`src/dout_group_defines.svh`:
```
`ifndef DOUT_GROUP_DEFINES_SVH
`define DOUT_GROUP_DEFINES_SVH

// Command codes carried in the command field
`define CMD_READ_ID       8'h20
`define CMD_READ_DATA     8'h21
`define CMD_READ_STATUS   8'h28
`define CMD_WRITE_DATA    8'h48
`define CMD_PREPARE       8'h60
`define CMD_ARM_SYNC      8'h69
`define CMD_DIAG_SYNC     8'h6B
`define CMD_DISABLE_OUT   8'h6C
`define CMD_DEVICE_RESET  8'h6F

// Condition codes
`define CC_NOT_ATTACHED   3'h0
`define CC_BUSY           3'h1
`define CC_DATA_CHECK     3'h5
`define CC_OK             3'h7

// Status word field positions (bits of the 16-bit word, bit 15 is the first bit)
`define ST_IRQ_HI         15
`define ST_IRQ_LO         14
`define ST_DIAG_SYNC      11
`define ST_DISABLE        10
`define ST_SYNC_ARMED     9

// Register bus offsets
`define REG_INT_STATUS    4'h0
`define REG_INT_MASK      4'h1
`define REG_GROUP_STATE   4'h2
`define REG_PREPARE       4'h3

// Reset values
`define RST_DATA          16'h0000
`define RST_LEVEL         2'h0

`endif

```
`src/dout_group_pkg.sv`:
```
package dout_group_pkg;
    // Sequencer states for a command
    typedef enum logic [2:0] {
        ST_IDLE = 3'b001,
        ST_EXEC = 3'b010,
        ST_DONE = 3'b100
    } cmdState_t;
    typedef logic [15:0] word_t;
endpackage

```
`src/dout_irq_regs.sv`:
```
`timescale 1ns/100ps
`include "dout_group_defines.svh"
// Sticky event status with mask, write-one-to-clear
module dout_irq_regs #(
    parameter int NEVT = 3
) (
    // Clock and reset
    input  wire logic            mclk,
    input  wire logic            reset,
    // Events
    input  wire logic [NEVT-1:0] evtPulse,
    // Register access
    input  wire logic            statClear,
    input  wire logic            maskWrite,
    input  wire logic [NEVT-1:0] wrData,
    // State
    output logic      [NEVT-1:0] status,
    output logic      [NEVT-1:0] mask,
    output logic                 irqOut
);
    logic [NEVT-1:0] status_ff;     // Sticky bits
    logic [NEVT-1:0] mask_ff;       // Enables

    // Per-bit sticky flag; a set in the clearing cycle wins
    genvar gi;
    generate
        for (gi = 0; gi < NEVT; gi++) begin : g_bit
            always_ff @(posedge mclk or posedge reset) begin
                if (reset) begin
                    status_ff[gi] <= 1'b0;
                end else if (evtPulse[gi]) begin
                    status_ff[gi] <= 1'b1;
                end else if (statClear && wrData[gi]) begin
                    status_ff[gi] <= 1'b0;
                end
            end
        end
    endgenerate

    // Mask register
    always_ff @(posedge mclk or posedge reset) begin
        if (reset) begin
            mask_ff <= '0;
        end else if (maskWrite) begin
            mask_ff <= wrData;
        end
    end

    assign status = status_ff;
    assign mask   = mask_ff;
    assign irqOut = |(status_ff & mask_ff);
endmodule

```
`src/digital_output_group_control.sv`:
```
// The placing of the registers and strobed register access were decided locally.
`timescale 1ns/100ps
`include "dout_group_defines.svh"
module digital_output_group_control
#(
    parameter logic [15:0] ID_WORD = 16'h5A5A  // Arbitrary identity value
) (
    // Clock and reset
    input  wire logic        mclk,
    input  wire logic        reset,
    // Channel command port
    input  wire logic        cmdValid,
    input  wire logic [7:0]  cmdCode,
    input  wire logic [15:0] cmdData,
    input  wire logic        parityErr,
    output logic             cmdDone,
    output logic [2:0]       condCode,
    output dout_group_pkg::word_t rspData,
    // Interrupt toward channel
    output logic             attnReq,
    output logic [1:0]       attnLevel,
    input  wire logic        attnAccept,
    // User equipment
    output logic [15:0]      dataOut,
    output logic             readyOut,
    input  wire logic        syncIn,
    // Register bus
    input  wire logic [3:0]  regAddr,
    input  wire logic [15:0] regWdata,
    input  wire logic        regWr,
    input  wire logic        regRd,
    output logic [15:0]      regRdata,
    output logic             irqOut
);
    import dout_group_pkg::*;

    cmdState_t   state_ff;          // Command sequencer
    logic [7:0]  code_ff;           // Latched command
    logic [15:0] imm_ff;            // Latched immediate data
    logic        chk_ff;            // Latched data check
    logic [15:0] data_ff;           // Output data register
    logic [1:0]  level_ff;          // Prepared level
    logic        ienable_ff;        // Prepared I bit
    logic        armed_ff;          // External-sync mode armed
    logic        diagSync_ff;       // Diagnostic sync mode
    logic        disable_ff;        // Outputs disabled
    logic        ready_ff;          // Ready line
    logic        pend_ff;           // Interrupt pending
    logic        sync_ff;           // Effective sync, last cycle
    logic        done_ff;           // Answer strobe
    logic [2:0]  cc_ff;             // Condition code of the last answer
    logic [15:0] rsp_ff;            // Immediate data of the last answer
    logic [15:0] regRdata_ff;       // Register read data, one cycle wide
    logic        effSync;           // Sync as seen by the group
    logic        syncFall;          // Handshake completion event
    logic        diagPost;          // Diagnostic interrupt event
    logic        exec;              // Command executes this cycle
    logic        busyGuard;         // Busy for arm/diag/disable
    logic        wrBusy;            // Busy for write
    logic [2:0]  evtStatus;
    logic [2:0]  evtMask;

    // Diag modes cut the user sync; diag-sync holds it active
    always_comb begin
        if (diagSync_ff) begin
            effSync = 1'b1;
        end else if (disable_ff) begin
            effSync = 1'b0;
        end else begin
            effSync = syncIn;
        end
    end

    // Falling sync only counts in armed mode with ready up
    assign syncFall = armed_ff && ready_ff && sync_ff && !effSync && !pend_ff;
    assign diagPost = diagSync_ff && armed_ff && disable_ff && !pend_ff;
    assign exec     = (state_ff == ST_EXEC) && !chk_ff;
    assign busyGuard = pend_ff;
    assign wrBusy    = pend_ff || (armed_ff && ready_ff);

    // Command sequencer: capture, execute, answer
    always_ff @(posedge mclk or posedge reset) begin
        if (reset) begin
            state_ff <= ST_IDLE;
            code_ff  <= 8'h00;
            imm_ff   <= 16'h0000;
            chk_ff   <= 1'b0;
        end else begin
            case (state_ff)
                ST_IDLE: begin
                    if (cmdValid) begin
                        state_ff <= ST_EXEC;
                        code_ff  <= cmdCode;
                        imm_ff   <= cmdData;
                        chk_ff   <= parityErr;
                    end
                end
                ST_EXEC: state_ff <= ST_DONE;
                ST_DONE: state_ff <= ST_IDLE;
                default: state_ff <= ST_IDLE;
            endcase
        end
    end

    // Answer: condition code and immediate data back
    always_ff @(posedge mclk or posedge reset) begin
        if (reset) begin
            done_ff <= 1'b0;
            cc_ff   <= `CC_OK;
            rsp_ff  <= 16'h0000;
        end else begin
            done_ff <= (state_ff == ST_EXEC);
            if (state_ff == ST_EXEC) begin
                rsp_ff <= 16'h0000;
                if (chk_ff) begin
                    cc_ff <= `CC_DATA_CHECK;
                end else begin
                    case (code_ff)
                        `CMD_READ_ID: begin
                            cc_ff  <= `CC_OK;
                            rsp_ff <= ID_WORD;
                        end
                        `CMD_READ_DATA: begin
                            cc_ff  <= `CC_OK;
                            rsp_ff <= data_ff;
                        end
                        `CMD_READ_STATUS: begin
                            cc_ff  <= `CC_OK;
                            rsp_ff <= {pend_ff, pend_ff, 2'h0, diagSync_ff, disable_ff,
                                       armed_ff, 9'h0};
                        end
                        `CMD_WRITE_DATA: cc_ff <= wrBusy ? `CC_BUSY : `CC_OK;
                        `CMD_ARM_SYNC, `CMD_DIAG_SYNC, `CMD_DISABLE_OUT:
                            cc_ff <= busyGuard ? `CC_BUSY : `CC_OK;
                        `CMD_PREPARE, `CMD_DEVICE_RESET: cc_ff <= `CC_OK;
                        default: cc_ff <= `CC_NOT_ATTACHED;
                    endcase
                end
            end
        end
    end

    // Prepare: one shared level and I bit, overwritten each time
    always_ff @(posedge mclk or posedge reset) begin
        if (reset) begin
            level_ff   <= `RST_LEVEL;
            ienable_ff <= 1'b0;
        end else if (exec && code_ff == `CMD_PREPARE) begin
            level_ff   <= imm_ff[1:0];
            ienable_ff <= imm_ff[15];
        end else if (regWr && regAddr == `REG_PREPARE) begin
            level_ff   <= regWdata[1:0];
            ienable_ff <= regWdata[15];
        end
    end

    // Data register; device reset leaves it alone
    always_ff @(posedge mclk or posedge reset) begin
        if (reset) begin
            data_ff <= `RST_DATA;
        end else if (exec && code_ff == `CMD_WRITE_DATA && !wrBusy) begin
            data_ff <= imm_ff;
        end
    end

    // Modes: arm, diagnostic sync, disable; device reset clears all
    always_ff @(posedge mclk or posedge reset) begin
        if (reset) begin
            armed_ff    <= 1'b0;
            diagSync_ff <= 1'b0;
            disable_ff  <= 1'b0;
        end else if (exec) begin
            case (code_ff)
                `CMD_ARM_SYNC:    if (!busyGuard) armed_ff <= 1'b1;
                `CMD_DIAG_SYNC:   if (!busyGuard) diagSync_ff <= 1'b1;
                `CMD_DISABLE_OUT: if (!busyGuard) disable_ff <= 1'b1;
                `CMD_DEVICE_RESET: begin
                    armed_ff    <= 1'b0;
                    diagSync_ff <= 1'b0;
                    disable_ff  <= 1'b0;
                end
                default: armed_ff <= armed_ff;
            endcase
        end
    end

    // Ready line: raised by armed write, dropped by the sync interrupt
    always_ff @(posedge mclk or posedge reset) begin
        if (reset) begin
            ready_ff <= 1'b0;
        end else if (exec && code_ff == `CMD_DEVICE_RESET) begin
            ready_ff <= 1'b0;
        end else if (syncFall || diagPost) begin
            ready_ff <= 1'b0;
        end else if (exec && code_ff == `CMD_WRITE_DATA && !wrBusy && armed_ff) begin
            ready_ff <= 1'b1;
        end
    end

    // Pending interrupt: held until accepted or device reset
    always_ff @(posedge mclk or posedge reset) begin
        if (reset) begin
            pend_ff <= 1'b0;
        end else if (syncFall || diagPost) begin
            pend_ff <= 1'b1;
        end else if (exec && code_ff == `CMD_DEVICE_RESET) begin
            pend_ff <= 1'b0;
        end else if (attnAccept && attnReq) begin
            pend_ff <= 1'b0;
        end
    end

    // Sync history for edge detection
    always_ff @(posedge mclk or posedge reset) begin
        if (reset) begin
            sync_ff <= 1'b0;
        end else begin
            sync_ff <= effSync;
        end
    end

    // Event bits: sync interrupt, diag interrupt, busy answer
    dout_irq_regs #(
        .NEVT(3)
    ) u_irq (
        .mclk     (mclk),
        .reset    (reset),
        .evtPulse ({done_ff && cc_ff == `CC_BUSY, diagPost, syncFall}),
        .statClear(regWr && regAddr == `REG_INT_STATUS),
        .maskWrite(regWr && regAddr == `REG_INT_MASK),
        .wrData   (regWdata[2:0]),
        .status   (evtStatus),
        .mask     (evtMask),
        .irqOut   (irqOut)
    );

    // Register read, one cycle later; unmapped reads zero
    always_ff @(posedge mclk or posedge reset) begin
        if (reset) begin
            regRdata_ff <= 16'h0000;
        end else if (regRd) begin
            case (regAddr)
                `REG_INT_STATUS:  regRdata_ff <= {13'h0000, evtStatus};
                `REG_INT_MASK:    regRdata_ff <= {13'h0000, evtMask};
                `REG_GROUP_STATE: regRdata_ff <= {10'h000, pend_ff, ready_ff, disable_ff,
                                                  diagSync_ff, armed_ff, effSync};
                `REG_PREPARE:     regRdata_ff <= {ienable_ff, 13'h0000, level_ff};
                default:          regRdata_ff <= 16'h0000;
            endcase
        end else begin
            regRdata_ff <= 16'h0000;
        end
    end

    // Outputs forced low in either diagnostic mode
    assign dataOut   = (disable_ff || diagSync_ff) ? 16'h0000 : data_ff;
    assign readyOut  = ready_ff && !disable_ff && !diagSync_ff;
    assign attnReq   = pend_ff && ienable_ff;
    assign attnLevel = level_ff;
    assign cmdDone   = done_ff;
    assign condCode  = cc_ff;
    assign rspData   = rsp_ff;
    assign regRdata  = regRdata_ff;

    // Checks
    property p_write_load;
        @(posedge mclk) disable iff (reset)
        (exec && code_ff == `CMD_WRITE_DATA && !wrBusy) |=> (data_ff == $past(imm_ff));
    endproperty
    a_write_load: assert property (p_write_load) else $error("write not loaded");

    property p_write_busy;
        @(posedge mclk) disable iff (reset)
        (exec && code_ff == `CMD_WRITE_DATA && wrBusy) |=> $stable(data_ff) && condCode == `CC_BUSY;
    endproperty
    a_write_busy: assert property (p_write_busy) else $error("busy write changed data");

    property p_check_nochange;
        @(posedge mclk) disable iff (reset)
        (state_ff == ST_EXEC && chk_ff) |=> $stable(data_ff) && $stable(armed_ff) && condCode == `CC_DATA_CHECK;
    endproperty
    a_check_nochange: assert property (p_check_nochange) else $error("data check changed state");

    property p_ready_raise;
        @(posedge mclk) disable iff (reset)
        (exec && code_ff == `CMD_WRITE_DATA && !wrBusy && armed_ff) |=> ready_ff;
    endproperty
    a_ready_raise: assert property (p_ready_raise) else $error("ready not raised");

    property p_sync_irq;
        @(posedge mclk) disable iff (reset)
        syncFall |=> pend_ff && !ready_ff;
    endproperty
    a_sync_irq: assert property (p_sync_irq) else $error("sync fall lost");

    property p_disable_zero;
        @(posedge mclk) disable iff (reset)
        disable_ff |-> dataOut == 16'h0000 && !readyOut;
    endproperty
    a_disable_zero: assert property (p_disable_zero) else $error("outputs not forced low");

    property p_devreset;
        @(posedge mclk) disable iff (reset)
        (exec && code_ff == `CMD_DEVICE_RESET) |=>
            !pend_ff && !armed_ff && !disable_ff && !diagSync_ff && $stable(data_ff);
    endproperty
    a_devreset: assert property (p_devreset) else $error("device reset incomplete");

    property p_guard_busy;
        @(posedge mclk) disable iff (reset)
        (exec && code_ff == `CMD_ARM_SYNC && pend_ff) |=> condCode == `CC_BUSY && $stable(armed_ff);
    endproperty
    a_guard_busy: assert property (p_guard_busy) else $error("arm not refused");

    // Latched immediate data holds through the done cycle, so no history is needed
    property p_prepare_load;
        @(posedge mclk) disable iff (reset)
        (exec && code_ff == `CMD_PREPARE) |=> level_ff == imm_ff[1:0] && ienable_ff == imm_ff[15];
    endproperty
    a_prepare_load: assert property (p_prepare_load) else $error("prepare not replaced");

    property p_id_read;
        @(posedge mclk) disable iff (reset)
        (exec && code_ff == `CMD_READ_ID) |=> rspData == ID_WORD && condCode == `CC_OK;
    endproperty
    a_id_read: assert property (p_id_read) else $error("identity word wrong");

    property p_arm_set;
        @(posedge mclk) disable iff (reset)
        (exec && code_ff == `CMD_ARM_SYNC && !pend_ff) |=> armed_ff && condCode == `CC_OK;
    endproperty
    a_arm_set: assert property (p_arm_set) else $error("arm not taken");
endmodule

```
`config.mk`:
```
export PLATFORM = sky130hd
export DESIGN_NAME = digital_output_group_control
export DESIGN_NICKNAME = d
export VERILOG_FILES = /design/src/dout_group_pkg.sv /design/src/dout_irq_regs.sv /design/src/digital_output_group_control.sv
export VERILOG_INCLUDE_DIRS = /design/src
export SDC_FILE = /design/constraint.sdc
export NUM_CORES = 1
export LEC_CHECK = 0
export ABC_AREA = 1
export BUFFER_PORTS_ARGS = -buffer_cell sky130_fd_sc_hd__buf_2
export CORE_MARGIN = 2
export CORE_UTILIZATION = 40
export DETAILED_ROUTE_END_ITERATION = 7
export MAX_ROUTING_LAYER = met4
export PLACE_DENSITY_LB_ADDON = 0.25
export SLEW_MARGIN = 20
export SYNTH_ARGS = -nofsm -noshare
export SYNTH_HDL_FRONTEND = slang
export SYNTH_SLANG_ARGS = --single-unit
```
`constraint.sdc`:
```
create_clock -name mclk -period 2.9 [get_ports mclk]
set_input_delay 0.29 -clock mclk [delete_from_list [all_inputs] [get_ports mclk]]
set_output_delay 0.29 -clock mclk [all_outputs]
set_load 0.03 [all_outputs]
```
==> results of run 1 <==
flip-flops by register name (all words and copies together) (netlist names), 7 cells and up:
register	cells
data_ff	16
imm_ff	16
rspData	16
code_ff	8
regRdata	7
worst max path at each step:
stage	slack (ns)	to
3_3_place_gp	1.08	dataOut[2]
4_1_cts	0.70	dataOut[9]
6_report	0.68	dataOut[0]
2_1_floorplan	0.39	armed_ff
3_5_place_dp	1.08	data_ff[4]
5_1_grt	0.56	dataOut[10]
power by group:
group	switching [mW]	leakage, nW	total, mW	internal [mW]
combinational	0.716	1.38	1.02	0.305
clock	0.411	0.104	0.858	0.447
sequential	0.206	1.13	1.69	1.48
Yosys cell counts:
library cell	n	area share, %
a21boi_0	1	0.19
a21oi_1	6	0.74
a21oi_4	1	0.40
a22o_1	1	0.22
a41oi_1	1	0.22
buf_12	2	0.99
buf_2	3	0.37
buf_4	9	1.7
buf_6	1	0.28
clkbuf_1	5	0.46
conb_1	1	0.093
dfrtp_1	82	51
dfstp_2	4	2.6
inv_1	61	5.7
inv_2	4	0.37
nand2_1	122	11
nand2_2	16	2.5
nand2_4	3	0.83
nand3_1	12	1.5
nand3_2	4	0.99
nand3_4	1	0.43
nand4_1	4	0.62
nor2_1	39	3.6
nor2_2	2	0.31
nor2_4	7	1.9
nor2_8	1	0.49
nor3_1	7	0.86
nor4_1	1	0.15
o2111ai_1	1	0.22
o211ai_1	1	0.19
o21ai_0	40	4.9
o21ai_1	2	0.25
o21ai_2	14	3.0
o21bai_1	1	0.19
o22ai_1	4	0.62
or2_2	1	0.15
worst max-delay path, stage by stage, from the launching register on:
cell,delay [ns]
dfrtp_1,0.36
inv_1,0.19
nand2_1,0.49
nor2_1,0.31
buf_2,0.24
cell families after synthesis:
group	synth area share (%)
AND/OR/NAND/NOR	25.7
flip-flops	53.3
buffers and inverters	9.79
AO/OA/AOI/OAI	11.2
other	0.0926
area by class of cell:
class                           instances  area (sq um)  area share (%)
Clock buffer                           13           159            3.33
Clock inverter                          3          43.8           0.917
Inverter                               65           245            5.13
Multi-Input combinational cell        302          1530            32.0
Sequential cell                        86          2160            45.2
Tap cell                              133           166            3.48
Timing Repair Buffer                   91           478            10.0
per-layer routing:
layer  global-route usage, %  vias to the layer above  routed length, um
li1                        -                     1611                  -
met5                       -                        -                  0
met2                    26.1                      108               3890
met1                    25.4                     1450               4490
met3                    5.12                       11                631
met4                    5.90                        0                143
==> impl_metrics.tcl, run 1 <==
set metrics [dict create \
    outcome "complete, no violations" \
    max-vdd-ir-drop_mv 0.275 \
    core_area_sq_um 9820 \
    nets 607 \
    ctsHoldBuffers 0 \
    gp_congestion 0.875 \
    vias 3180 \
    grt_pass1_wl_um 15500 \
    grt_use_total_pct 18.4 \
    cts_setup_buffers 0 \
    clockBufferDepth 2 \
    grt_pass1_vias 3157 \
    root_buffer "clkbuf_8" \
    worst_setup_path_end_kind "output pin" \
    yosysUniqueCellTypes 36 \
    synth_cells 465 \
    rows 36 \
    cts.htree.levels 3 \
    via_per_inst 4.59 \
    reg2regPathDepth 7 \
    drtIter0Drc 112 \
    drive_gt1_share_pct 29.3 \
    slew_headroom_pct 50.4 \
    placed_cell_area_sq_um 4570 \
    yosysWarnings 0 \
    finalSetupViolCount 0 \
    drc 0 \
    yosysSeqAreaShare_pct 53.3 \
    pin_count 109 \
    place_ws_ns 1.08 \
    start_util_pct 41.2 \
    wirelength_um 9150 \
    crit_type "flop to output pin" \
    clk_latency_ns 0.35 \
    worstPathRequired_ns 2.61 \
    cts_sinks 86 \
    r2r-end "data_ff[4]" \
    dp_hpwl_um 6780 \
    rrSetupSlack_ns 1.08 \
    grt_max_degree 49 \
    p_per_area_nw_per_um2 747 \
    syn_area_sq_um 4050 \
    critPathLaunch "diagSync_ff" \
    rr_startpoint "state_ff[0]" \
    cts_tree "done" \
    finalCriticalPeriod_ns 2.22 \
    die_area_sq_um 10900 \
    grt.overflow.total 0 \
    place_inst 677 \
    final_util_pct 48.6 \
    rsz0062_at_grt "no" \
    worstPathArrival_ns 1.93 \
    cts_made_buffers 9 \
    grt_antenna_before_repair 0 \
    first_pass_iters 4 \
    timing.hold.ws_ns 0.0235 \
    hold_class "input port to asynchronous set/reset pin" \
    path_clk_slew_ns 0.09 \
    ys_seq_elements 86 \
    syn_to_final_growth_pct 17.9 \
    port_buffers 87 \
    antennaDiodeCount 0 \
    setup_tns_ns 0 \
    critPathMaxFanout 17 \
    cellLeakagePower_nw 2.61 \
    nFillCells 1011 \
    avgRoutedWirePerCell_um 13.2 \
    design_area_sq_um 4780 \
    p_total_mw 3.57 \
    dieWidth_um 105 \
    fin_skew_ns 0.0125 \
    fin_cells 693 \
    postRouteAntennaNets 0 \
    worst_pin_slew_ns 0.742 \
    die_y_um 105 \
    max_cap_viol_count 0 \
    startpoint_type "flop" \
    avgSynthCellArea_sq_um 8.71 \
    cts_resized 0 \
    final_cell_mix "nand2_1 (122), buf_2 (87), dfrtp_1 (82), inv_1 (60), o21ai_0 (40)" \
    hold_violations 0 \
    final_common_cell "nand2_1" \
    fin_crit_sh_pct 76.6 \
    worst_slack_ns 0.679 \
    fmax_mhz 450 \
    slew_viol_final 0 \
]
No activity file was read; power rests on OpenSTA's default activity.
==> run 2, diff against run 1 <==
- ABC_AREA: 1 -> 0
- clock period: 2.9 -> 2 ns (I/O delays scaled with it)
==> impl_metrics.tcl, run 2 <==
set metrics [dict create \
    finalCriticalPeriod_ns 1.94 \
    synthTopCellsByCount "dfrtp_1 (82), mux2_2 (34), and2_1 (23)" \
    final_util_pct 50.4 \
    core_area_sq_um 9590 \
    grt_use_total_pct 17.9 \
    hold_class "input port to flop" \
    synth.area.top_cells "dfrtp_1 (53%), mux2_2 (9.8%), mux2_4 (3.9%), and2_1 (3.7%), dfstp_2 (2.7%)" \
    yosys.area_share.simple_pct 15.9 \
    wirelength_um 8560 \
    startpoint_type "flop" \
    cts_setup_buffers 0 \
    fin_crit_sh_pct 97.2 \
    worst_setup_path_end_kind "flop" \
    cts_sinks 86 \
    yosysWarnings 0 \
    drc 0 \
    synth-edff-count 0 \
    final_cell_mix "buf_2 (87), dfrtp_1 (82), mux2_2 (34), and2_1 (23), nand2_1 (21)" \
    worstPathArrival_ns 2.18 \
    synthArstFlopShare_pct 100 \
    p_per_area_nw_per_um2 1140 \
    avgRoutedWirePerCell_um 15.3 \
    root_buffer "clkbuf_8" \
    clk_latency_ns 0.35 \
    rsz0062_at_grt "no" \
    place_ws_ns 0.0466 \
    critPathLaunch "state_ff[0]" \
    critPathMaxFanout 6 \
    syn_to_final_growth_pct 24.1 \
    dieWidth_um 103 \
    p_total_mw 5.51 \
    start_util_pct 40.6 \
    nets 473 \
    fmax_mhz 514 \
    die_y_um 103 \
    die_area_sq_um 10500 \
    synth-xor-area-share_pct 0 \
    gp_congestion 0.888 \
    cts_tree "done" \
    clockBufferDepth 2 \
    path_clk_slew_ns 0.08 \
    design_area_sq_um 4830 \
    setup_tns_ns 0 \
    cts_made_buffers 9 \
    yosysUniqueCellTypes 51 \
    via_per_inst 4.88 \
    synth_top_family_by_area "simple AND/OR/NAND/NOR gates" \
    yosysSeqAreaShare_pct 55.4 \
    syn_area_sq_um 3900 \
    avgSynthCellArea_sq_um 12.2 \
    synth_compound_area_share_pct 7.71 \
    worstPathRequired_ns 2.24 \
    first_pass_iters 4 \
    final_common_cell "buf_2" \
    fin_skew_ns 0.0111 \
    rows 36 \
    min_from "cmdData[12]" \
    drtIter0Drc 99 \
    postRouteAntennaNets 0 \
    yosysTopAreaCellShare_pct 52.7 \
    max-vdd-ir-drop_mv 0.573 \
    cts.htree.levels 3 \
    yosysMostFrequentCell "dfrtp_1" \
    pin_count 109 \
    grt_pass1_wl_um 13900 \
    ys_seq_elements 86 \
    port_buffers 87 \
    finalSetupViolCount 0 \
    cellLeakagePower_nw 2.35 \
    vias 2726 \
    drive_gt1_share_pct 43.5 \
    grt.overflow.total 0 \
    rr_startpoint "state_ff[0]" \
    synth_cells 320 \
    hold_violations 0 \
    grt_max_degree 56 \
    dp_hpwl_um 6280 \
    synthMuxAreaShare_pct 15.9 \
    slew_viol_final 0 \
    synthFlopType "dfrtp_1" \
    yosysTopAreaCell "dfrtp_1" \
    outcome "complete, no violations" \
    worst_slack_ns 0.0551 \
    nFillCells 883 \
    placed_cell_area_sq_um 4570 \
    max_cap_viol_count 0 \
    grt_pass1_vias 2777 \
    crit_type "flop to flop" \
    grt_antenna_before_repair 1 \
    synth_adder_area_share_pct 0.257 \
]
[run 2: changes by cell type in the layout (fill, tap and decap cells not counted), moves of 20 or more]
cell,delta
and2_1,+23
inv_1,-56
mux2_2,+34
nand2_1,-101
nor2_1,-20
o21ai_0,-28
[run 2: area by class of cell]
cell class              count  area, sq um  share of cell area, %
repair buffers            109          641                   13.3
flip-flops and latches     86         2160                   44.6
well taps                 133          166                   3.44
clock buffers               9          124                   2.56
inverters                   5         22.5                  0.466
clock inverters             6          111                   2.30
multi-input cells         210         1610                   33.3
diodes                      1         2.50                 0.0518
[run 2: final timing paths]
kind                                to  slack (ns)  cells after the start
setup reg to reg           data_ff[10]        0.06                      5
hold reg to reg            rspData[11]        0.49                      2
setup / recovery           data_ff[10]        0.06                      5
min in group asynchronous   data_ff[6]        0.34                      3
max in group asynchronous  condCode[0]        1.06                      4
hold / removal              imm_ff[12]        0.08                      2
[run 2: metal layers]
layer | track usage [%] | up-vias | part of all wire [%]
met3 | 3.80 | 11 | 5.9
met5 | - | - | 0
met4 | 7.38 | 0 | 1.9
met1 | 23.5 | 1326 | 46
li1 | - | 1309 | -
met2 | 27.1 | 80 | 47
[run 2: cells by family (layout without fill, tap and decap cells)]
family	Yosys count	count (layout)
fa+ha+maj	1	1
simple gates	106	106
mux	50	50
compound gates	44	44
flops	86	86
buf+inv	32	129
other cells	1	10
[run 2: stage by stage]
stage / hold WS [ns] / std cells
detailed placement: 0.159 / 542
finish: 0.0794 / 559
global route: 0.0648 / 559
CTS: 0.0653 / 558
global placement: 0.145 / 542
floorplan: 0.350 / 328
[run 2: report_power, final]
group | internal, mW | total (mW) | leakage [nW] | switching [mW]
Combinational | 0.778 | 1.62 | 1.14 | 0.845
Sequential | 2.16 | 2.47 | 1.10 | 0.307
Clock | 0.822 | 1.42 | 0.115 | 0.596
Total | 3.76 | 5.51 | 2.35 | 1.75
[run 2: worst max-delay path: stages, from the launching register on]
cell and delay [ns]:
dfstp_2 0.39, or4b_4 0.57, nor2_2 0.12, and2_1 0.23
buf_4 0.21, mux2_4 0.31
[run 2: timing repair]
action                     in CTS  in global routing
resized for setup               0                  2
setup endpoints to repair       0                 15
hold buffers                    1                  0
hold endpoints to repair        7                  0
==> run 3, diff against run 2 <==
- CORE_ASPECT_RATIO: default -> 0.6
==> impl_metrics.tcl, run 3 (same netlist as run 2, synthesis figures left out) <==
set metrics [dict create \
    outcome "complete, no violations" \
    min_delay_path_depth 2 \
    cts_made_buffers 9 \
    drive_gt1_share_pct 42.9 \
    rsz0062_at_grt "no" \
    seqPwrFrac_pct 41.3 \
    p_per_area_nw_per_um2 1230 \
    fin_cells 553 \
    worst_setup_path_end_kind "flop" \
    hold_end "code_ff[7]" \
    cellLeakagePower_nw 2.39 \
    port_buffers 87 \
    grt_pass1_wl_um 14400 \
    postRouteAntennaNets 0 \
    cts_setup_buffers 0 \
    grt_use_total_pct 18.6 \
    slew_viol_final 0 \
    grt_max_degree 71 \
    start_util_pct 41.8 \
    gp_congestion 0.888 \
    place_inst 535 \
    rrSetupSlack_ns 0.07 \
    die_y_um 80.5 \
    switching_share_pct 30.2 \
    placed_cell_area_sq_um 4540 \
    max-vdd-ir-drop_mv 0.725 \
    via_per_inst 4.91 \
    final_cell_mix "buf_2 (87), dfrtp_1 (82), mux2_2 (34), and2_1 (22), nand2_1 (21)" \
    grt.overflow.total 0 \
    nFillCells 846 \
    critPathLaunch "state_ff[0]" \
    critPathMaxFanout 13 \
    rows 27 \
    avgRoutedWirePerCell_um 16.4 \
    clkPwrFrac_pct 32.0 \
    design_area_sq_um 4920 \
    rr_startpoint "state_ff[0]" \
    crit_type "flop to flop" \
    final_common_cell "buf_2" \
    drtIter0Drc 112 \
    finalCriticalPeriod_ns 1.93 \
    worstPathRequired_ns 2.22 \
    reg2regPathDepth 5 \
    drc 0 \
    hold_class "input port to flop" \
    max_cap_viol_count 0 \
    worstPathArrival_ns 2.15 \
    fin_skew_ns 0.00725 \
    p_total_mw 6.03 \
    path_clk_slew_ns 0.06 \
    dp_hpwl_um 6510 \
    root_buffer "clkbuf_16" \
    grt_pass1_vias 2707 \
    comb_power_share_pct 26.7 \
    cts_tree "done" \
    startpoint_type "flop" \
    wirelength_um 9080 \
    clk_latency_ns 0.34 \
    core_area_sq_um 9320 \
    min_from "cmdCode[7]" \
    cts_sinks 86 \
    internal_power_mw 4.21 \
    r2r-end "data_ff[2]" \
    setup_tns_ns 0 \
    fmax_mhz 518 \
    pin_count 109 \
    cts.htree.levels 3 \
    power.switching_mw 1.82 \
    finalSetupViolCount 0 \
    nets 469 \
    grt_antenna_before_repair 1 \
    syn_to_final_growth_pct 26.2 \
    die_area_sq_um 10600 \
    hold_violations 0 \
    clockBufferDepth 2 \
    fin_crit_sh_pct 96.6 \
    vias 2717 \
    timing.hold.ws_ns 0.0911 \
    first_pass_iters 4 \
    dieWidth_um 131 \
]
## run 3: cell types whose count changed in the layout (fill, tap and decap cells not counted), sizes merged
cell / delta
buf: -4
clkbuf: +4
clkinv: -2
clkinvlp: -1
## run 3: metrics by stage
| step | worst slack, ns | util (%) |
|---|---|---|
| global route | 0.0442 | 52.7 |
| detailed placement | -0.0524 | 48.7 |
| CTS | 0.00993 | 52.6 |
| finish | 0.0678 | 52.7 |
| floorplan | 0.165 | - |
| global placement | -0.0389 | 48.7 |
## run 3: repair_timing
| item | in CTS | in global routing |
|---|---|---|
| setup endpoints to repair | 14 | 3 |
| resized for setup | 1 | 2 |
| cloned | 0 | 0 |
| hold buffers | 1 | 0 |
| hold endpoints to repair | 16 | 0 |
## run 3: power groups by stage
stage                     clock, mW  combinational [mW]  sequential, mW
final                          1.93                1.61            2.49
after global placement            0                1.58            2.47
after detailed placement          0                1.61            2.49
after floorplan                   0                1.08            2.49
after global routing           2.05                1.76            2.55
after CTS                      1.97                1.62            2.48
## run 3: layout make-up
cell class                      count  area (sq um)  area share (%)
Antenna cell                        1          2.50          0.0509
Clock buffer                       13           260            5.29
Clock inverter                      3          90.1            1.83
Inverter                            5          22.5           0.458
Multi-Input combinational cell    210          1610            32.8
Sequential cell                    86          2160            43.9
Tap cell                          130           163            3.31
Timing Repair Buffer              105           611            12.4
## run 3: how the worst max path moves through the flow
| stage | to | depth (start not counted) |
|---|---|---|
| CTS | data_ff[2] | 5 |
| floorplan | data_ff[10] | 6 |
| finish | data_ff[2] | 5 |
| global route | data_ff[3] | 5 |
| global placement | data_ff[3] | 5 |
| detailed placement | data_ff[2] | 5 |
## run 3: critical path, cell delays in order, from the launching register on
cell	delay, ns
dfstp_2	0.38
or4b_4	0.58
nor2_2	0.12
and2_2	0.21
buf_12	0.18
mux2_2	0.35
## run 3: per-layer routing
| metal | share of wire [%] | global-route usage (%) | vias to the layer above |
|---|---|---|---|
| li1 | - | - | 1305 |
| met1 | 50 | 26.5 | 1329 |
| met2 | 42 | 25.1 | 81 |
| met3 | 7.6 | 6.88 | 2 |
| met4 | 0.20 | 4.24 | 0 |
| met5 | 0 | - | - |
